### config.mk
export PLATFORM = sky130hd
export DESIGN_NAME = cssc_top
export DESIGN_NICKNAME = d
export VERILOG_FILES = /design/src/logic/cssc_pkg.sv /design/src/logic/cssc_top.sv
export SDC_FILE = /design/constraint.sdc
export NUM_CORES = 1
export LEC_CHECK = 0
export ABC_AREA = 1
export BUFFER_PORTS_ARGS = -buffer_cell sky130_fd_sc_hd__buf_2
export CAP_MARGIN = 20
export CELL_PAD_IN_SITES_DETAIL_PLACEMENT = 0
export CELL_PAD_IN_SITES_GLOBAL_PLACEMENT = 1
export CORE_AREA = 8 8 97 99
export CTS_CLUSTER_SIZE = 16
export DETAILED_ROUTE_END_ITERATION = 10
export DIE_AREA = 0 0 105 107
export GPL_TIMING_DRIVEN = 0
export PLACE_DENSITY = 0.8
export SYNTH_ARGS = -nofsm -noshare
export SYNTH_HDL_FRONTEND = slang
export SYNTH_SLANG_ARGS = --single-unit
### constraint.sdc
create_clock -name sys_clk_i -period 4.85 [get_ports sys_clk_i]
set_clock_uncertainty 0.15 [all_clocks]
set_input_delay 0.485 -clock sys_clk_i [delete_from_list [all_inputs] [get_ports sys_clk_i]]
set_output_delay 0.485 -clock sys_clk_i [all_outputs]
set_load 0.05 [all_outputs]
### src/logic/cssc_pkg.sv
package cssc_pkg;

   // Register byte offsets on the bus
   localparam logic [7:0] OFF_CTRL1 = 8'h00;
   localparam logic [7:0] OFF_CTRL2 = 8'h04;
   localparam logic [7:0] OFF_CTRL3 = 8'h08;
   localparam logic [7:0] OFF_RDY = 8'h0C;
   localparam logic [7:0] OFF_ISTAT = 8'h10;
   localparam logic [7:0] OFF_IMASK = 8'h14;

   // Field positions in the source/divider registers
   localparam int SRC_LSB = 4;
   localparam int DIV_LSB = 0;

   // Field positions in clock_switch_control_3
   localparam int HOLD_BIT = 7;
   localparam int PWR_BIT = 6;
   localparam int BYP_BIT = 5;
   localparam int DONE_BIT = 4;
   localparam int NEWR_BIT = 3;

   // Field positions in oscillator_ready_status
   localparam int EXT_RDY_BIT = 7;
   localparam int FAST_RDY_BIT = 6;
   localparam int SLOW_RDY_BIT = 4;
   localparam int SEC_RDY_BIT = 3;
   localparam int CONV_RDY_BIT = 2;
   localparam int PLL_RDY_BIT = 0;

   // Interrupt status bits
   localparam int EV_DONE_BIT = 0;
   localparam int EV_HELD_BIT = 1;
   localparam int EV_W = 2;

   // Oscillator index in ready and enable vectors
   localparam int OSC_EXT = 0;
   localparam int OSC_FAST = 1;
   localparam int OSC_SLOW = 2;
   localparam int OSC_SEC = 3;
   localparam int OSC_CONV = 4;
   localparam int OSC_N = 5;

   // Source codes
   localparam logic [2:0] SRC_EXT = 3'h7;
   localparam logic [2:0] SRC_FAST = 3'h6;
   localparam logic [2:0] SRC_RSV_HI = 3'h5;
   localparam logic [2:0] SRC_SLOW = 3'h4;
   localparam logic [2:0] SRC_SEC = 3'h3;
   localparam logic [2:0] SRC_RSV_LO = 3'h2;
   localparam logic [2:0] SRC_EXT_PLL = 3'h1;
   localparam logic [2:0] SRC_FAST_PLL = 3'h0;

   // Divider codes: 2**code, highest legal code divides by 512
   localparam logic [3:0] DIV_MAX = 4'h9;

   // Reset values
   localparam logic [2:0] RST_SRC = SRC_FAST;
   localparam logic [3:0] RST_DIV = 4'h2;
   localparam logic [7:0] RST_CTRL3 = 8'h00;

endpackage

### src/logic/cssc_top.sv
`timescale 1ns/1ns
// What this block does
// - Divider code n divides by 2**n for 0..9; codes 10..15 reserved.
// - Hold bit set: ready new source is held, not switched, and interrupt raised.
// - Hold bit clear: pending switch completes once new source ready, with interrupt.
// - Power select gives high or low secondary power; ignored while bypassed.
// - Bypass set: secondary input is external clock; clear: both pins form crystal.
// - Switch-done flag reads 1 when requested equals current, 0 during switch.
// - New-source-ready flag reads 1 only while switch pending and new source ready.
// - Source codes 7 ext, 6 fast, 4 slow, 3 secondary, 1 ext PLL, 0 fast PLL.
// - Writing a reserved source code selects the fast internal oscillator.
module cssc_top #(
   parameter int ADDR_W = 8,
   parameter logic [2:0] RESET_SOURCE = cssc_pkg::RST_SRC,
   parameter logic [3:0] RESET_DIVIDER = cssc_pkg::RST_DIV
) (
   input wire logic sys_clk_i,
   input wire logic reset_i,
   input wire logic psel_i,
   input wire logic penable_i,
   input wire logic pwrite_i,
   input wire logic [ADDR_W-1:0] paddr_i,
   input wire logic [31:0] pwdata_i,
   output logic [31:0] prdata_o,
   output logic pready_o,
   output logic pslverr_o,
   input wire logic external_osc_ok_i,
   input wire logic fast_internal_osc_ok_i,
   input wire logic slow_internal_osc_ok_i,
   input wire logic secondary_osc_ok_i,
   input wire logic converter_rc_osc_ok_i,
   input wire logic pll_lock_i,
   input wire logic [cssc_pkg::OSC_N-1:0] osc_request_i,
   output logic [cssc_pkg::OSC_N-1:0] osc_enable_o,
   output logic pll_enable_o,
   output logic [2:0] sys_source_o,
   output logic [3:0] sys_divider_o,
   output logic secondary_high_power_o,
   output logic secondary_ext_clock_o,
   output logic secondary_xtal_en_o,
   output logic irq_o
);

   typedef struct packed {
      logic [2:0] req_src;
      logic [3:0] req_div;
      logic [2:0] cur_src;
      logic [3:0] cur_div;
      logic hold;
      logic pwr;
      logic bypass;
      logic [5:0] sync1;
      logic [5:0] sync2;
      logic [cssc_pkg::EV_W-1:0] stat;
      logic [cssc_pkg::EV_W-1:0] mask;
      logic held_seen;
      logic pready;
      logic pslverr;
      logic [31:0] prdata;
      logic irq;
      logic [cssc_pkg::OSC_N-1:0] osc_en;
      logic pll_en;
      logic hi_pwr;
      logic ext_clk;
      logic xtal_en;
   } cssc_state_s;

   cssc_state_s s_q;
   cssc_state_s s_d;

   ////////////////////////////////////////////////////////////////////////////
   // Decode helpers

   // Oscillators a source code depends on
   function automatic logic [cssc_pkg::OSC_N-1:0] src_needs(input logic [2:0] code);
      logic [cssc_pkg::OSC_N-1:0] n;
      n = '0;
      unique case (code)
         cssc_pkg::SRC_EXT, cssc_pkg::SRC_EXT_PLL: n[cssc_pkg::OSC_EXT] = 1'b1;
         cssc_pkg::SRC_FAST, cssc_pkg::SRC_FAST_PLL: n[cssc_pkg::OSC_FAST] = 1'b1;
         cssc_pkg::SRC_SLOW: n[cssc_pkg::OSC_SLOW] = 1'b1;
         cssc_pkg::SRC_SEC: n[cssc_pkg::OSC_SEC] = 1'b1;
         default: n = '0;
      endcase
      return n;
   endfunction

   // Source code uses the PLL
   function automatic logic src_pll(input logic [2:0] code);
      return (code == cssc_pkg::SRC_EXT_PLL) || (code == cssc_pkg::SRC_FAST_PLL);
   endfunction

   // Source code is a reserved value
   function automatic logic src_rsv(input logic [2:0] code);
      return (code == cssc_pkg::SRC_RSV_HI) || (code == cssc_pkg::SRC_RSV_LO);
   endfunction

   ////////////////////////////////////////////////////////////////////////////
   // Readiness and switch status

   logic [cssc_pkg::OSC_N-1:0] osc_rdy;
   logic pll_in_rdy;
   logic pll_rdy;
   logic req_rdy;
   logic pending;
   logic new_ready;
   logic switch_done;
   logic ev_done;
   logic ev_held;
   logic setup;
   logic access;
   logic [7:0] addr;
   logic [7:0] ctrl3_rd;
   logic [7:0] rdy_rd;

   // Ready only when enabled and the oscillator reports good
   assign osc_rdy = s_q.osc_en & s_q.sync2[cssc_pkg::OSC_N-1:0];
   // PLL input is external for the ext PLL code, otherwise fast internal
   assign pll_in_rdy = (src_pll(s_q.req_src) ? s_q.req_src : s_q.cur_src) == cssc_pkg::SRC_EXT_PLL ?
                       osc_rdy[cssc_pkg::OSC_EXT] : osc_rdy[cssc_pkg::OSC_FAST];
   assign pll_rdy = s_q.pll_en & pll_in_rdy & s_q.sync2[5];
   // Requested source usable
   assign req_rdy = src_pll(s_q.req_src) ? pll_rdy : |(src_needs(s_q.req_src) & osc_rdy);
   assign pending = (s_q.req_src != s_q.cur_src) || (s_q.req_div != s_q.cur_div);
   assign new_ready = pending & req_rdy;
   assign switch_done = !pending;
   assign ev_done = new_ready & !s_q.hold;
   assign ev_held = new_ready & s_q.hold & !s_q.held_seen;

   // Bus phases
   assign setup = psel_i & !penable_i;
   assign access = psel_i & penable_i & s_q.pready;
   assign addr = 8'(paddr_i);

   // Read views of the status registers
   always_comb begin
      ctrl3_rd = 8'h00;
      ctrl3_rd[cssc_pkg::HOLD_BIT] = s_q.hold;
      ctrl3_rd[cssc_pkg::PWR_BIT] = s_q.pwr;
      ctrl3_rd[cssc_pkg::BYP_BIT] = s_q.bypass;
      ctrl3_rd[cssc_pkg::DONE_BIT] = switch_done;
      ctrl3_rd[cssc_pkg::NEWR_BIT] = new_ready;
      rdy_rd = 8'h00;
      rdy_rd[cssc_pkg::EXT_RDY_BIT] = osc_rdy[cssc_pkg::OSC_EXT];
      rdy_rd[cssc_pkg::FAST_RDY_BIT] = osc_rdy[cssc_pkg::OSC_FAST];
      rdy_rd[cssc_pkg::SLOW_RDY_BIT] = osc_rdy[cssc_pkg::OSC_SLOW];
      rdy_rd[cssc_pkg::SEC_RDY_BIT] = osc_rdy[cssc_pkg::OSC_SEC];
      rdy_rd[cssc_pkg::CONV_RDY_BIT] = osc_rdy[cssc_pkg::OSC_CONV];
      rdy_rd[cssc_pkg::PLL_RDY_BIT] = pll_rdy;
   end

   ////////////////////////////////////////////////////////////////////////////
   // Next state

   always_comb begin
      s_d = s_q;
      // Two-stage synchronisers for oscillator status pins
      s_d.sync1 = {pll_lock_i, converter_rc_osc_ok_i, secondary_osc_ok_i,
                   slow_internal_osc_ok_i, fast_internal_osc_ok_i, external_osc_ok_i};
      s_d.sync2 = s_q.sync1;
      // Switch completion copies request into current
      if (ev_done) begin
         s_d.cur_src = s_q.req_src;
         s_d.cur_div = s_q.req_div;
      end
      s_d.held_seen = new_ready & s_q.hold;
      // Bus answer one cycle after setup
      s_d.pready = 1'b0;
      s_d.pslverr = 1'b0;
      if (setup) begin
         s_d.pready = 1'b1;
         s_d.prdata = 32'h0000_0000;
         unique case (addr)
            cssc_pkg::OFF_CTRL1: s_d.prdata[6:0] = {s_q.req_src, s_q.req_div};
            cssc_pkg::OFF_CTRL2: s_d.prdata[6:0] = {s_q.cur_src, s_q.cur_div};
            cssc_pkg::OFF_CTRL3: s_d.prdata[7:0] = ctrl3_rd;
            cssc_pkg::OFF_RDY: s_d.prdata[7:0] = rdy_rd;
            cssc_pkg::OFF_ISTAT: s_d.prdata[cssc_pkg::EV_W-1:0] = s_q.stat;
            cssc_pkg::OFF_IMASK: s_d.prdata[cssc_pkg::EV_W-1:0] = s_q.mask;
            default: s_d.pslverr = 1'b1;
         endcase
      end
      // Register writes take effect at the access edge
      s_d.stat = s_q.stat;
      if (access && pwrite_i) begin
         unique case (addr)
            cssc_pkg::OFF_CTRL1: begin
               // Reserved source falls back to fast internal
               s_d.req_src = src_rsv(pwdata_i[cssc_pkg::SRC_LSB +: 3]) ? cssc_pkg::SRC_FAST
                             : pwdata_i[cssc_pkg::SRC_LSB +: 3];
               // Reserved divider codes are not accepted
               if (pwdata_i[cssc_pkg::DIV_LSB +: 4] <= cssc_pkg::DIV_MAX) begin
                  s_d.req_div = pwdata_i[cssc_pkg::DIV_LSB +: 4];
               end
            end
            cssc_pkg::OFF_CTRL3: begin
               s_d.hold = pwdata_i[cssc_pkg::HOLD_BIT];
               s_d.pwr = pwdata_i[cssc_pkg::PWR_BIT];
               s_d.bypass = pwdata_i[cssc_pkg::BYP_BIT];
            end
            cssc_pkg::OFF_ISTAT: s_d.stat = s_q.stat & ~pwdata_i[cssc_pkg::EV_W-1:0];
            cssc_pkg::OFF_IMASK: s_d.mask = pwdata_i[cssc_pkg::EV_W-1:0];
            default: s_d.stat = s_q.stat;
         endcase
      end
      // Events set over a simultaneous clear
      s_d.stat[cssc_pkg::EV_DONE_BIT] = s_d.stat[cssc_pkg::EV_DONE_BIT] | ev_done;
      s_d.stat[cssc_pkg::EV_HELD_BIT] = s_d.stat[cssc_pkg::EV_HELD_BIT] | ev_held;
      s_d.irq = |(s_d.stat & s_d.mask);
      // Oscillator and PLL enables follow current and requested sources
      s_d.osc_en = src_needs(s_q.cur_src) | src_needs(s_q.req_src) | osc_request_i;
      s_d.pll_en = src_pll(s_q.cur_src) | src_pll(s_q.req_src);
      // Secondary oscillator pin mode
      s_d.hi_pwr = s_q.pwr & !s_q.bypass;
      s_d.ext_clk = s_q.bypass;
      s_d.xtal_en = !s_q.bypass;
   end

   ////////////////////////////////////////////////////////////////////////////
   // State register

   always_ff @(posedge sys_clk_i) begin
      if (reset_i) begin
         s_q <= '0;
         s_q.req_src <= RESET_SOURCE;
         s_q.req_div <= RESET_DIVIDER;
         s_q.cur_src <= RESET_SOURCE;
         s_q.cur_div <= RESET_DIVIDER;
         s_q.hold <= cssc_pkg::RST_CTRL3[cssc_pkg::HOLD_BIT];
         s_q.pwr <= cssc_pkg::RST_CTRL3[cssc_pkg::PWR_BIT];
         s_q.bypass <= cssc_pkg::RST_CTRL3[cssc_pkg::BYP_BIT];
         s_q.xtal_en <= 1'b1;
      end else begin
         s_q <= s_d;
      end
   end

   // Outputs straight from flops
   assign prdata_o = s_q.prdata;
   assign pready_o = s_q.pready;
   assign pslverr_o = s_q.pslverr;
   assign osc_enable_o = s_q.osc_en;
   assign pll_enable_o = s_q.pll_en;
   assign sys_source_o = s_q.cur_src;
   assign sys_divider_o = s_q.cur_div;
   assign secondary_high_power_o = s_q.hi_pwr;
   assign secondary_ext_clock_o = s_q.ext_clk;
   assign secondary_xtal_en_o = s_q.xtal_en;
   assign irq_o = s_q.irq;
endmodule

Yosys cells after proc, flatten, opt, wreduce, memory -nomap -nowiden
Cells that the tools add are included.
W data, S select, Z words.
- bits of input ports: 56
- word-level logic and storage cells: 107
- register bits: 54
- bitwise logic cells: 21
- order comparisons: 1
- muxes and demuxes: 20
- reductions and logical operators: 24
- eq/ne operators: 20
- operators by type and width (kind ; count):
    $mux W34 ; 1
    $eq A3 B3 Y1 const B ; 7
    $pmux W5 S4 ; 1
    $eq A8 B4 Y1 const B ; 2
    $eq A8 B5 Y1 const B ; 2
    $reduce_or A2 Y1 ; 6
    $mux W1 ; 11
    $and A1 B1 Y1 ; 10
    $pmux W2 S5 ; 1
    $eq A3 B1 Y1 const B ; 3
    $eq A3 B2 Y1 const B ; 3
    $eq A8 B3 Y1 const B ; 1
    $logic_not A8 Y1 ; 1
    $logic_not A3 Y1 ; 2
    $mux W3 ; 2
    $reduce_or A6 Y1 ; 1
    $and A4 B5 Y5 ; 1
    $and A5 B5 Y5 ; 1
    $logic_not A1 Y1 ; 5
    $or A4 B5 Y5 ; 1
    $reduce_or A5 Y1 ; 1
    $and A2 B2 Y2 ; 2
    $le A4 B4 Y1 const B ; 1
    $logic_or A1 B1 Y1 ; 4
    12 further kinds ; 16

Depth between registers and ports, before layout
Gate-level depths: netlist of run 1.
- word-level depth: 14
- depth in mapped cells: 13
- depth with buffers taken out: 11

Worst setup path before layout of run 1
Ideal clock, no wire load.
- kind: register to register
- start point: reg s_q, in the netlist pready_o
- end point: reg s_q[71] in the netlist's numbering
- setup time: 119 ps
- data required time: 4581 ps
- slack: 3104 ps
- stages on the path, launching flop included: 8
- arrival time: 1477 ps
- clock period less this slack: 1746 ps
- buffers on the path: 0
- cells stage by stage: dfxtp_1 > nand4_1 > inv_1 > nand2_1 > clkinv_1 > nand2_2 > o21ai_0 > a21oi_1
- word-level cells in the longest chain between the ends: 3
- ends and longest elaborated chain (item ; RTL line ; RTL):
    from (decl) ; cssc_top.sv:68 ; cssc_state_s s_q;
    $and A1 B1 Y1 ; cssc_top.sv:132 ; assign access = psel_i & penable_i & s_q.pready;
    $logic_and A1 B1 Y1 ; cssc_top.sv:185 ; if (access && pwrite_i) begin
    $reduce_and A3 Y1 (no line) ; n/a ;
Every way passes these cells.
A chain may end at the register's enable or synchronous reset.

Worst setup path in the final report of run 1
- start point: reg s_q, in the netlist sys_source_o[2]
- end point: out sys_source_o[2]
- RTL lines (item ; RTL line ; RTL):
    to (decl) ; cssc_top.sv:36 ; output logic [2:0] sys_source_o,
No word-level cell between the ends.

==> impl_metrics.env, run 1 <==
export IMPL_fin_crit_sh_pct=37.69
export IMPL_max_slew_margin_pct=56.97
export IMPL_final_cell_mix="nand2_1 (73), buf_2 (58), dfxtp_1 (54)"
export IMPL_setup_tns_ns=0
export IMPL_hold_path_class="input pin to flip-flop"
export IMPL_routed_wirelength_um=6943
export IMPL_ys_flop_type="dfxtp_1"
export IMPL_synth_area_mm2=0.002829
export IMPL_setup_slack_ns=3.022
export IMPL_post_synth_inst_count=385
export IMPL_maxCapViolCount=0
export IMPL_die_area_mm2=0.01124
export IMPL_ir_worst_vdd_v=0.0001456
export IMPL_core_region_area_mm2=0.007928
export IMPL_ys_seq_elements=54
export IMPL_drive_gt1_share_pct=31.65
export IMPL_overflow=0
export IMPL_num_antenna_cells=0
export IMPL_gp_congestion=0.8347
export IMPL_wl_per_cell_um=11.99
export IMPL_grt_pass1_wl_um=11630
export IMPL_min_delay_start="converter_rc_osc_ok_i"
export IMPL_synth_enable_flop_cells=0
export IMPL_grt_pass1_vias=2552
export IMPL_viasPerCell=4.330
export IMPL_grt_setup_unrepaired="no"
export IMPL_tightest_slew_ns=0.6455
export IMPL_min_period_ns=1.828
export IMPL_r2r_slack_ns=3.10
export IMPL_use_met2_pct=21.81
export IMPL_hold_buffers=0
export IMPL_ys_warn_count=0
export IMPL_cts_path_max_buffers=2
export IMPL_io_pins=107
export IMPL_cts_made_buffers=5
export IMPL_rr_endpoint="sys_source_o[2]"
export IMPL_crit_arrival_ns=1.19
export IMPL_crit_type="flip-flop to primary output"
export IMPL_status="completed"
export IMPL_hold_ws_ns=0.2217
export IMPL_crit_path_end_kind="primary output"
export IMPL_cp_max_fo=7
export IMPL_cts_sinks=54
export IMPL_reg2reg_depth=9
export IMPL_report_final_setup_viol=0
export IMPL_row_count=33
export IMPL_grt_util_all_layers_pct=12.52
export IMPL_syn_avg_cell_area_um2=7.348
export IMPL_die_x_um=105
export IMPL_grt_antenna_before_repair=0
export IMPL_drc=0
export IMPL_die_height_um=107
export IMPL_synth_async_reset_ratio_pct=0
export IMPL_fin_nets=529
export IMPL_clk_pin_slew_ns=0.10
export IMPL_areaGrowthSynthToFinish_pct=23.00
export IMPL_gr_usage_met3_pct=3.659
export IMPL_top_usage_layer="met2"
export IMPL_layout_commonest_cell="nand2_1"
export IMPL_grt_max_degree=17
export IMPL_placement_io_buffers=58
export IMPL_crit_required_ns=4.22
export IMPL_initial_core_util_pct=35.68
export IMPL_drtIter0Drc=94
export IMPL_power_leakage_nw=1.774
export IMPL_cts_tree="yes"
export IMPL_grt_use_met1_pct=14.23
export IMPL_postCtsSetupBuffers=0
export IMPL_vias=2507
export IMPL_dp_cells=571
export IMPL_synth_seq_area_share_pct=38.21
export IMPL_pwr_density_cell_mw_per_mm2=270.7
export IMPL_finalMaxSlewViolations=0
export IMPL_final_hold_violation_count=0
export IMPL_dp_hpwl_um=5681
export IMPL_cts_root_buf="clkbuf_8"
export IMPL_insertion_delay_ns=0.31
export IMPL_drt_first_pass_iters=4
export IMPL_synthDistinctLibCells=35
export IMPL_route_antenna_remaining_nets=0
export IMPL_crit_path_start_kind="flip-flop"
export IMPL_preCtsSetupSlack_ns=2.818
export IMPL_r2r_start="sys_source_o[2]"
export IMPL_hold_end="s_d[53]"
export IMPL_max_freq_ghz=0.5471
export IMPL_ctsResizeCount=0
export IMPL_fin_util_pct=43.89
export IMPL_min_path_cells=3
export IMPL_stdcell_count=579
export IMPL_htreeDepth=2
## cell type report
| class | instances | area (um^2) |
|---|---|---|
| Buffer | 54 | 409.1 |
| Clock buffer | 6 | 82.58 |
| Clock inverter | 2 | 60.06 |
| Fill cell | 867 | 4448 |
| Inverter | 59 | 231.5 |
| Multi-Input combinational cell | 241 | 1194 |
| Sequential cell | 54 | 1081 |
| Tap cell | 105 | 131.4 |
| Timing Repair Buffer | 58 | 290.3 |
## how the worst max path moves through the flow
stage | from | endpoint | slack (ns) | depth (start not counted)
floorplan | pready_o | s_q[71] | 3.10 | 7
global placement | paddr_i[7] | s_q[74] | 2.84 | 9
detailed placement | paddr_i[7] | prdata_o[0] | 2.82 | 10
CTS | sys_source_o[2] | sys_source_o[2] | 3.01 | 2
global route | sys_source_o[2] | sys_source_o[2] | 2.96 | 10
finish | sys_source_o[2] | sys_source_o[2] | 3.02 | 2
## metrics by stage
step,cell area [um^2],power (W)
finish,3480,0.0009421
global route,3480,0.0009773
CTS,3480,0.0009474
detailed placement,3337,0.0005832
global placement,3337,0.0005824
floorplan,2915,0.0005568
## cell families after synthesis
kind of cell	count (synthesis)	share of synthesized area, %
flops	54	38.21
simple gates	149	24.55
xor+xnor	3	0.9290
other cells	1	0.1326
buf+inv	113	22.64
compound gates	65	13.53
## cells in the mapped netlist, types with 2 or more instances
| master | number | area share, % |
|---|---|---|
| inv_1 | 47 | 6.2 |
| o211ai_1 | 2 | 0.53 |
| nand2_2 | 6 | 1.3 |
| nor3_1 | 6 | 1.1 |
| o21ai_1 | 9 | 1.6 |
| buf_6 | 4 | 1.6 |
| o21ai_0 | 11 | 1.9 |
| o211ai_2 | 3 | 1.3 |
| nand3b_1 | 2 | 0.53 |
| nor2_4 | 2 | 0.80 |
| nor2_1 | 30 | 4.0 |
| clkbuf_1 | 4 | 0.53 |
| inv_2 | 7 | 0.93 |
| o31ai_1 | 2 | 0.53 |
| o22ai_1 | 5 | 1.1 |
| dfxtp_1 | 54 | 38 |
| inv_6 | 2 | 0.62 |
| nand4_1 | 3 | 0.66 |
| clkinv_1 | 3 | 0.40 |
| a21oi_2 | 2 | 0.62 |
| a211oi_1 | 3 | 0.80 |
| a21oi_1 | 27 | 4.8 |
| xnor2_1 | 3 | 0.93 |
| nand3_2 | 2 | 0.71 |
| nand3_1 | 13 | 2.3 |
| nand2_1 | 73 | 9.7 |
| nor2_2 | 8 | 1.8 |
| nand2_4 | 2 | 0.80 |
| buf_4 | 44 | 12 |
## critical path, stage by stage, from the launching register on
cell     delay (ns)
dfxtp_1        0.48
buf_4          0.16
buf_2          0.25
## sequential cells by signal, summed over array words and instances (netlist names)
register	flops
prdata_o	8
s_d	6
irq_o	1
osc_enable_o	5
secondary_ext_clock_o	1
pready_o	1
pll_enable_o	1
sys_source_o	3
pslverr_o	1
ctrl3_rd	3
secondary_xtal_en_o	1
s_q	18
sys_divider_o	4
secondary_high_power_o	1
## metal layers
metal,up-vias,routed length [um]
li1,1319,-
met1,1117,3107
met2,64,3271
met3,7,451
met4,0,112
met5,-,0
## where the power goes
group	leakage, nW	switching [W]	internal (W)
logic	1.26	0.0000841	0.0000352
clock network	0.0714	0.000149	0.000220
registers	0.440	0.00000286	0.000451
total	1.77	0.000236	0.000707
(Power assumes the default switching activity.)
==> run 2: changes to the inputs <==
==> config.mk (replaced) <==
export PLATFORM = sky130hd
export DESIGN_NAME = cssc_top
export DESIGN_NICKNAME = d
export VERILOG_FILES = /design/src/logic/cssc_pkg.sv /design/src/logic/cssc_top.sv
export SDC_FILE = /design/constraint.sdc
export NUM_CORES = 1
export LEC_CHECK = 0
export ABC_AREA = 0
export BUFFER_PORTS_ARGS = -buffer_cell sky130_fd_sc_hd__buf_2
export CAP_MARGIN = 20
export CELL_PAD_IN_SITES_DETAIL_PLACEMENT = 0
export CELL_PAD_IN_SITES_GLOBAL_PLACEMENT = 1
export CORE_AREA = 8 8 99 101
export CTS_CLUSTER_SIZE = 16
export DETAILED_ROUTE_END_ITERATION = 10
export DIE_AREA = 0 0 107 109
export GPL_TIMING_DRIVEN = 0
export PLACE_DENSITY = 0.73
export SYNTH_ARGS = -nofsm -noshare
export SYNTH_HDL_FRONTEND = slang
export SYNTH_SLANG_ARGS = --single-unit
==> constraint.sdc (replaced) <==
create_clock -name sys_clk_i -period 1.8 [get_ports sys_clk_i]
set_clock_uncertainty 0.15 [all_clocks]
set_input_delay 0.18 -clock sys_clk_i [delete_from_list [all_inputs] [get_ports sys_clk_i]]
set_output_delay 0.18 -clock sys_clk_i [all_outputs]
set_load 0.05 [all_outputs]
==> impl_metrics.env, run 2 <==
export IMPL_status="complete, but fails checks"
export IMPL_violations="negative setup slack"
export IMPL_synth_common_cells="dfxtp_1 (54), buf_4 (44), nor2_1 (36)"
export IMPL_pwr_density_cell_mw_per_mm2=627.7
export IMPL_ys_top_cells_by_area="dfxtp_1 (39%), buf_4 (12%), nor2_1 (4.9%)"
export IMPL_areaGrowthSynthToFinish_pct=38.04
export IMPL_viasPerCell=4.367
export IMPL_swShare_pct=26.96
export IMPL_tightest_slew_ns=0.6271
export IMPL_final_cell_mix="buf_4 (62), buf_2 (57), dfxtp_1 (47)"
export IMPL_die_height_um=109
export IMPL_clk_pin_slew_ns=0.10
export IMPL_min_period_ns=2.144
export IMPL_max_slew_margin_pct=58.20
export IMPL_io_pins=107
export IMPL_die_area_mm2=0.01166
export IMPL_ys_warn_count=0
export IMPL_grt_pass1_wl_um=11780
export IMPL_synth_top_family_by_area="simple AND/OR/NAND/NOR gates"
export IMPL_multi_input_area_mm2=0.001404
export IMPL_insertion_delay_ns=0.31
export IMPL_setup_tns_ns=-3.214
export IMPL_final_seq_area_mm2=0.001090
export IMPL_maxCapViolCount=0
export IMPL_drtIter0Drc=68
export IMPL_routed_wirelength_um=7275
export IMPL_yosys_area_share_xor_xnor_pct=3.515
export IMPL_gp_congestion=0.8182
export IMPL_drt_first_pass_iters=4
export IMPL_synthSimpleGateAreaFrac_pct=21.14
export IMPL_yosysTopAreaCell="dfxtp_1"
export IMPL_p_switching_w=0.0006487
export IMPL_grt_pass1_vias=2362
export IMPL_power_leakage_nw=1.779
export IMPL_r2r_slack_ns=-0.34
export IMPL_nFillCells=840
export IMPL_crit_arrival_ns=2.20
export IMPL_rr_endpoint="sys_divider_o[1]"
export IMPL_vias=2367
export IMPL_power_frac_comb_pct=15.2
export IMPL_max_freq_ghz=0.4664
export IMPL_hold_ws_ns=0.01383
export IMPL_report_final_setup_viol=13
export IMPL_grt_max_degree=16
export IMPL_die_x_um=107
export IMPL_crit_type="flip-flop to flip-flop"
export IMPL_synth_enable_flop_cells=0
export IMPL_syn_avg_cell_area_um2=8.814
export IMPL_pwr_share_clk_pct=33.9
export IMPL_crit_required_ns=1.85
export IMPL_row_count=34
export IMPL_route_antenna_remaining_nets=0
export IMPL_wl_per_cell_um=13.42
export IMPL_finalMaxSlewViolations=0
export IMPL_synthMuxAreaShare_pct=5.949
export IMPL_cts_made_buffers=5
export IMPL_grt_util_all_layers_pct=12.66
export IMPL_internal_power_w=0.001757
export IMPL_drive_gt1_share_pct=39.63
export IMPL_reg2reg_depth=7
export IMPL_cts_root_buf="clkbuf_8"
export IMPL_synthDistinctLibCells=51
export IMPL_yosysMostFrequentCell="dfxtp_1"
export IMPL_post_synth_inst_count=315
export IMPL_grt_antenna_before_repair=0
export IMPL_dp_hpwl_um=5369
export IMPL_synth_async_reset_ratio_pct=0
export IMPL_grt_setup_unrepaired="yes"
export IMPL_cp_max_fo=7
export IMPL_endpoint="sys_divider_o[1]"
export IMPL_ys_seq_elements=54
export IMPL_final_hold_violation_count=0
export IMPL_yosysTopAreaCellShare_pct=38.94
export IMPL_place_area_mm2=0.003301
export IMPL_placement_io_buffers=55
export IMPL_htreeDepth=2
export IMPL_layout_commonest_cell="buf_4"
export IMPL_largest_reg_flops=18
export IMPL_largest_register="s_q"
export IMPL_setup_slack_ns=-0.3442
export IMPL_crit_path_start_kind="flip-flop"
export IMPL_synthAdderAreaFrac_pct=0
export IMPL_num_antenna_cells=0
export IMPL_synth_compound_area_share_pct=12.75
export IMPL_r2r_start="s_q[75]"
export IMPL_synth_seq_area_share_pct=38.94
export IMPL_hold_path_class="input pin to flip-flop"
export IMPL_fin_area_mm2=0.003832
export IMPL_overflow=0
export IMPL_cts_path_max_buffers=2
export IMPL_cts_sinks=54
export IMPL_critPathLaunch="s_q[75]"
export IMPL_seq_power_share_pct=51.0
export IMPL_ir_worst_vdd_v=0.0002809
export IMPL_core_region_area_mm2=0.008381
export IMPL_synth_area_mm2=0.002776
export IMPL_fin_nets=489
export IMPL_crit_path_end_kind="flip-flop"
export IMPL_fin_crit_sh_pct=119.1
export IMPL_ys_flop_type="dfxtp_1"
export IMPL_cts_tree="yes"
export IMPL_drc=0
export IMPL_initial_core_util_pct=33.13
[run 2: worst min path at each step]
stage / from / end / depth (start not counted)
6_report: pwdata_i[2] / s_q[73] / 3
3_3_place_gp: pll_lock_i / s_d[54] / 2
3_5_place_dp: converter_rc_osc_ok_i / s_d[53] / 2
5_1_grt: pwdata_i[0] / s_q[71] / 3
2_1_floorplan: paddr_i[5] / prdata_o[0] / 1
4_1_cts: pwdata_i[2] / s_q[73] / 3
[run 2: worst max-delay path, stage by stage, from the launching register on]
cell      delay (ns)
dfxtp_2         0.35
buf_8           0.13
nand3b_4        0.17
a21oi_4         0.15
nor3_4          0.07
or4b_4          0.60
buf_8           0.17
a211o_1         0.24
[run 2: cell families (layout without fill, tap and decap cells)]
kind of cell | count (synthesis) | count (layout)
simple gates | 110 | 110
buf+inv | 76 | 172
flops | 54 | 54
compound gates | 51 | 51
mux | 14 | 14
xor+xnor | 9 | 9
other cells | 1 | 24
[run 2: repair_timing]
action                                 in CTS  in global routing
pin swaps                                  12                  6
endpoints found under the hold margin      13                  0
hold buffers                               13                  0
resized for setup                          18                 11
setup endpoints to repair                  17                 16
buffers inserted                           13                  7
cloned                                      1                  0
[run 2: final cells by class]
| class | count | share of cell area (%) |
|---|---|---|
| Tap cell | 108 | 3.526 |
| Clock inverter | 1 | 0.7835 |
| Clock buffer | 7 | 1.992 |
| Buffer | 62 | 11.72 |
| Sequential cell | 54 | 28.44 |
| Multi-Input combinational cell | 208 | 36.63 |
| Inverter | 13 | 1.273 |
| Timing Repair Buffer | 89 | 15.64 |
[run 2: power by group through the flow]
stage / logic, W / registers (W) / clock network (W)
floorplan: 0.000258 / 0.00126 / 0
global placement: 0.000335 / 0.00125 / 0
detailed placement: 0.000337 / 0.00125 / 0
CTS: 0.000361 / 0.00123 / 0.000834
global route: 0.000390 / 0.00123 / 0.000875
finish: 0.000365 / 0.00123 / 0.000815
[run 2: through the flow]
| stage | setup slack [ns] | instances | utilization [%] | total power, W |
|---|---|---|---|---|
| floorplan | -0.2122 | 338 | - | 0.001514 |
| global placement | -0.4488 | 501 | 39.38 | 0.001589 |
| detailed placement | -0.4629 | 501 | 39.38 | 0.001590 |
| CTS | -0.3345 | 536 | 44.43 | 0.002421 |
| global route | -0.4007 | 542 | 45.73 | 0.002493 |
| finish | -0.3442 | 542 | 45.73 | 0.002406 |
[run 2: layer usage]
| layer | global-route usage (%) | share of wire (%) | vias up |
|---|---|---|---|
| li1 | - | - | 1230 |
| met1 | 15.21 | 45 | 1063 |
| met2 | 21.76 | 49 | 66 |
| met3 | 2.719 | 5.0 | 8 |
| met4 | 4.724 | 1.5 | 0 |
| met5 | 0 | 0 | - |
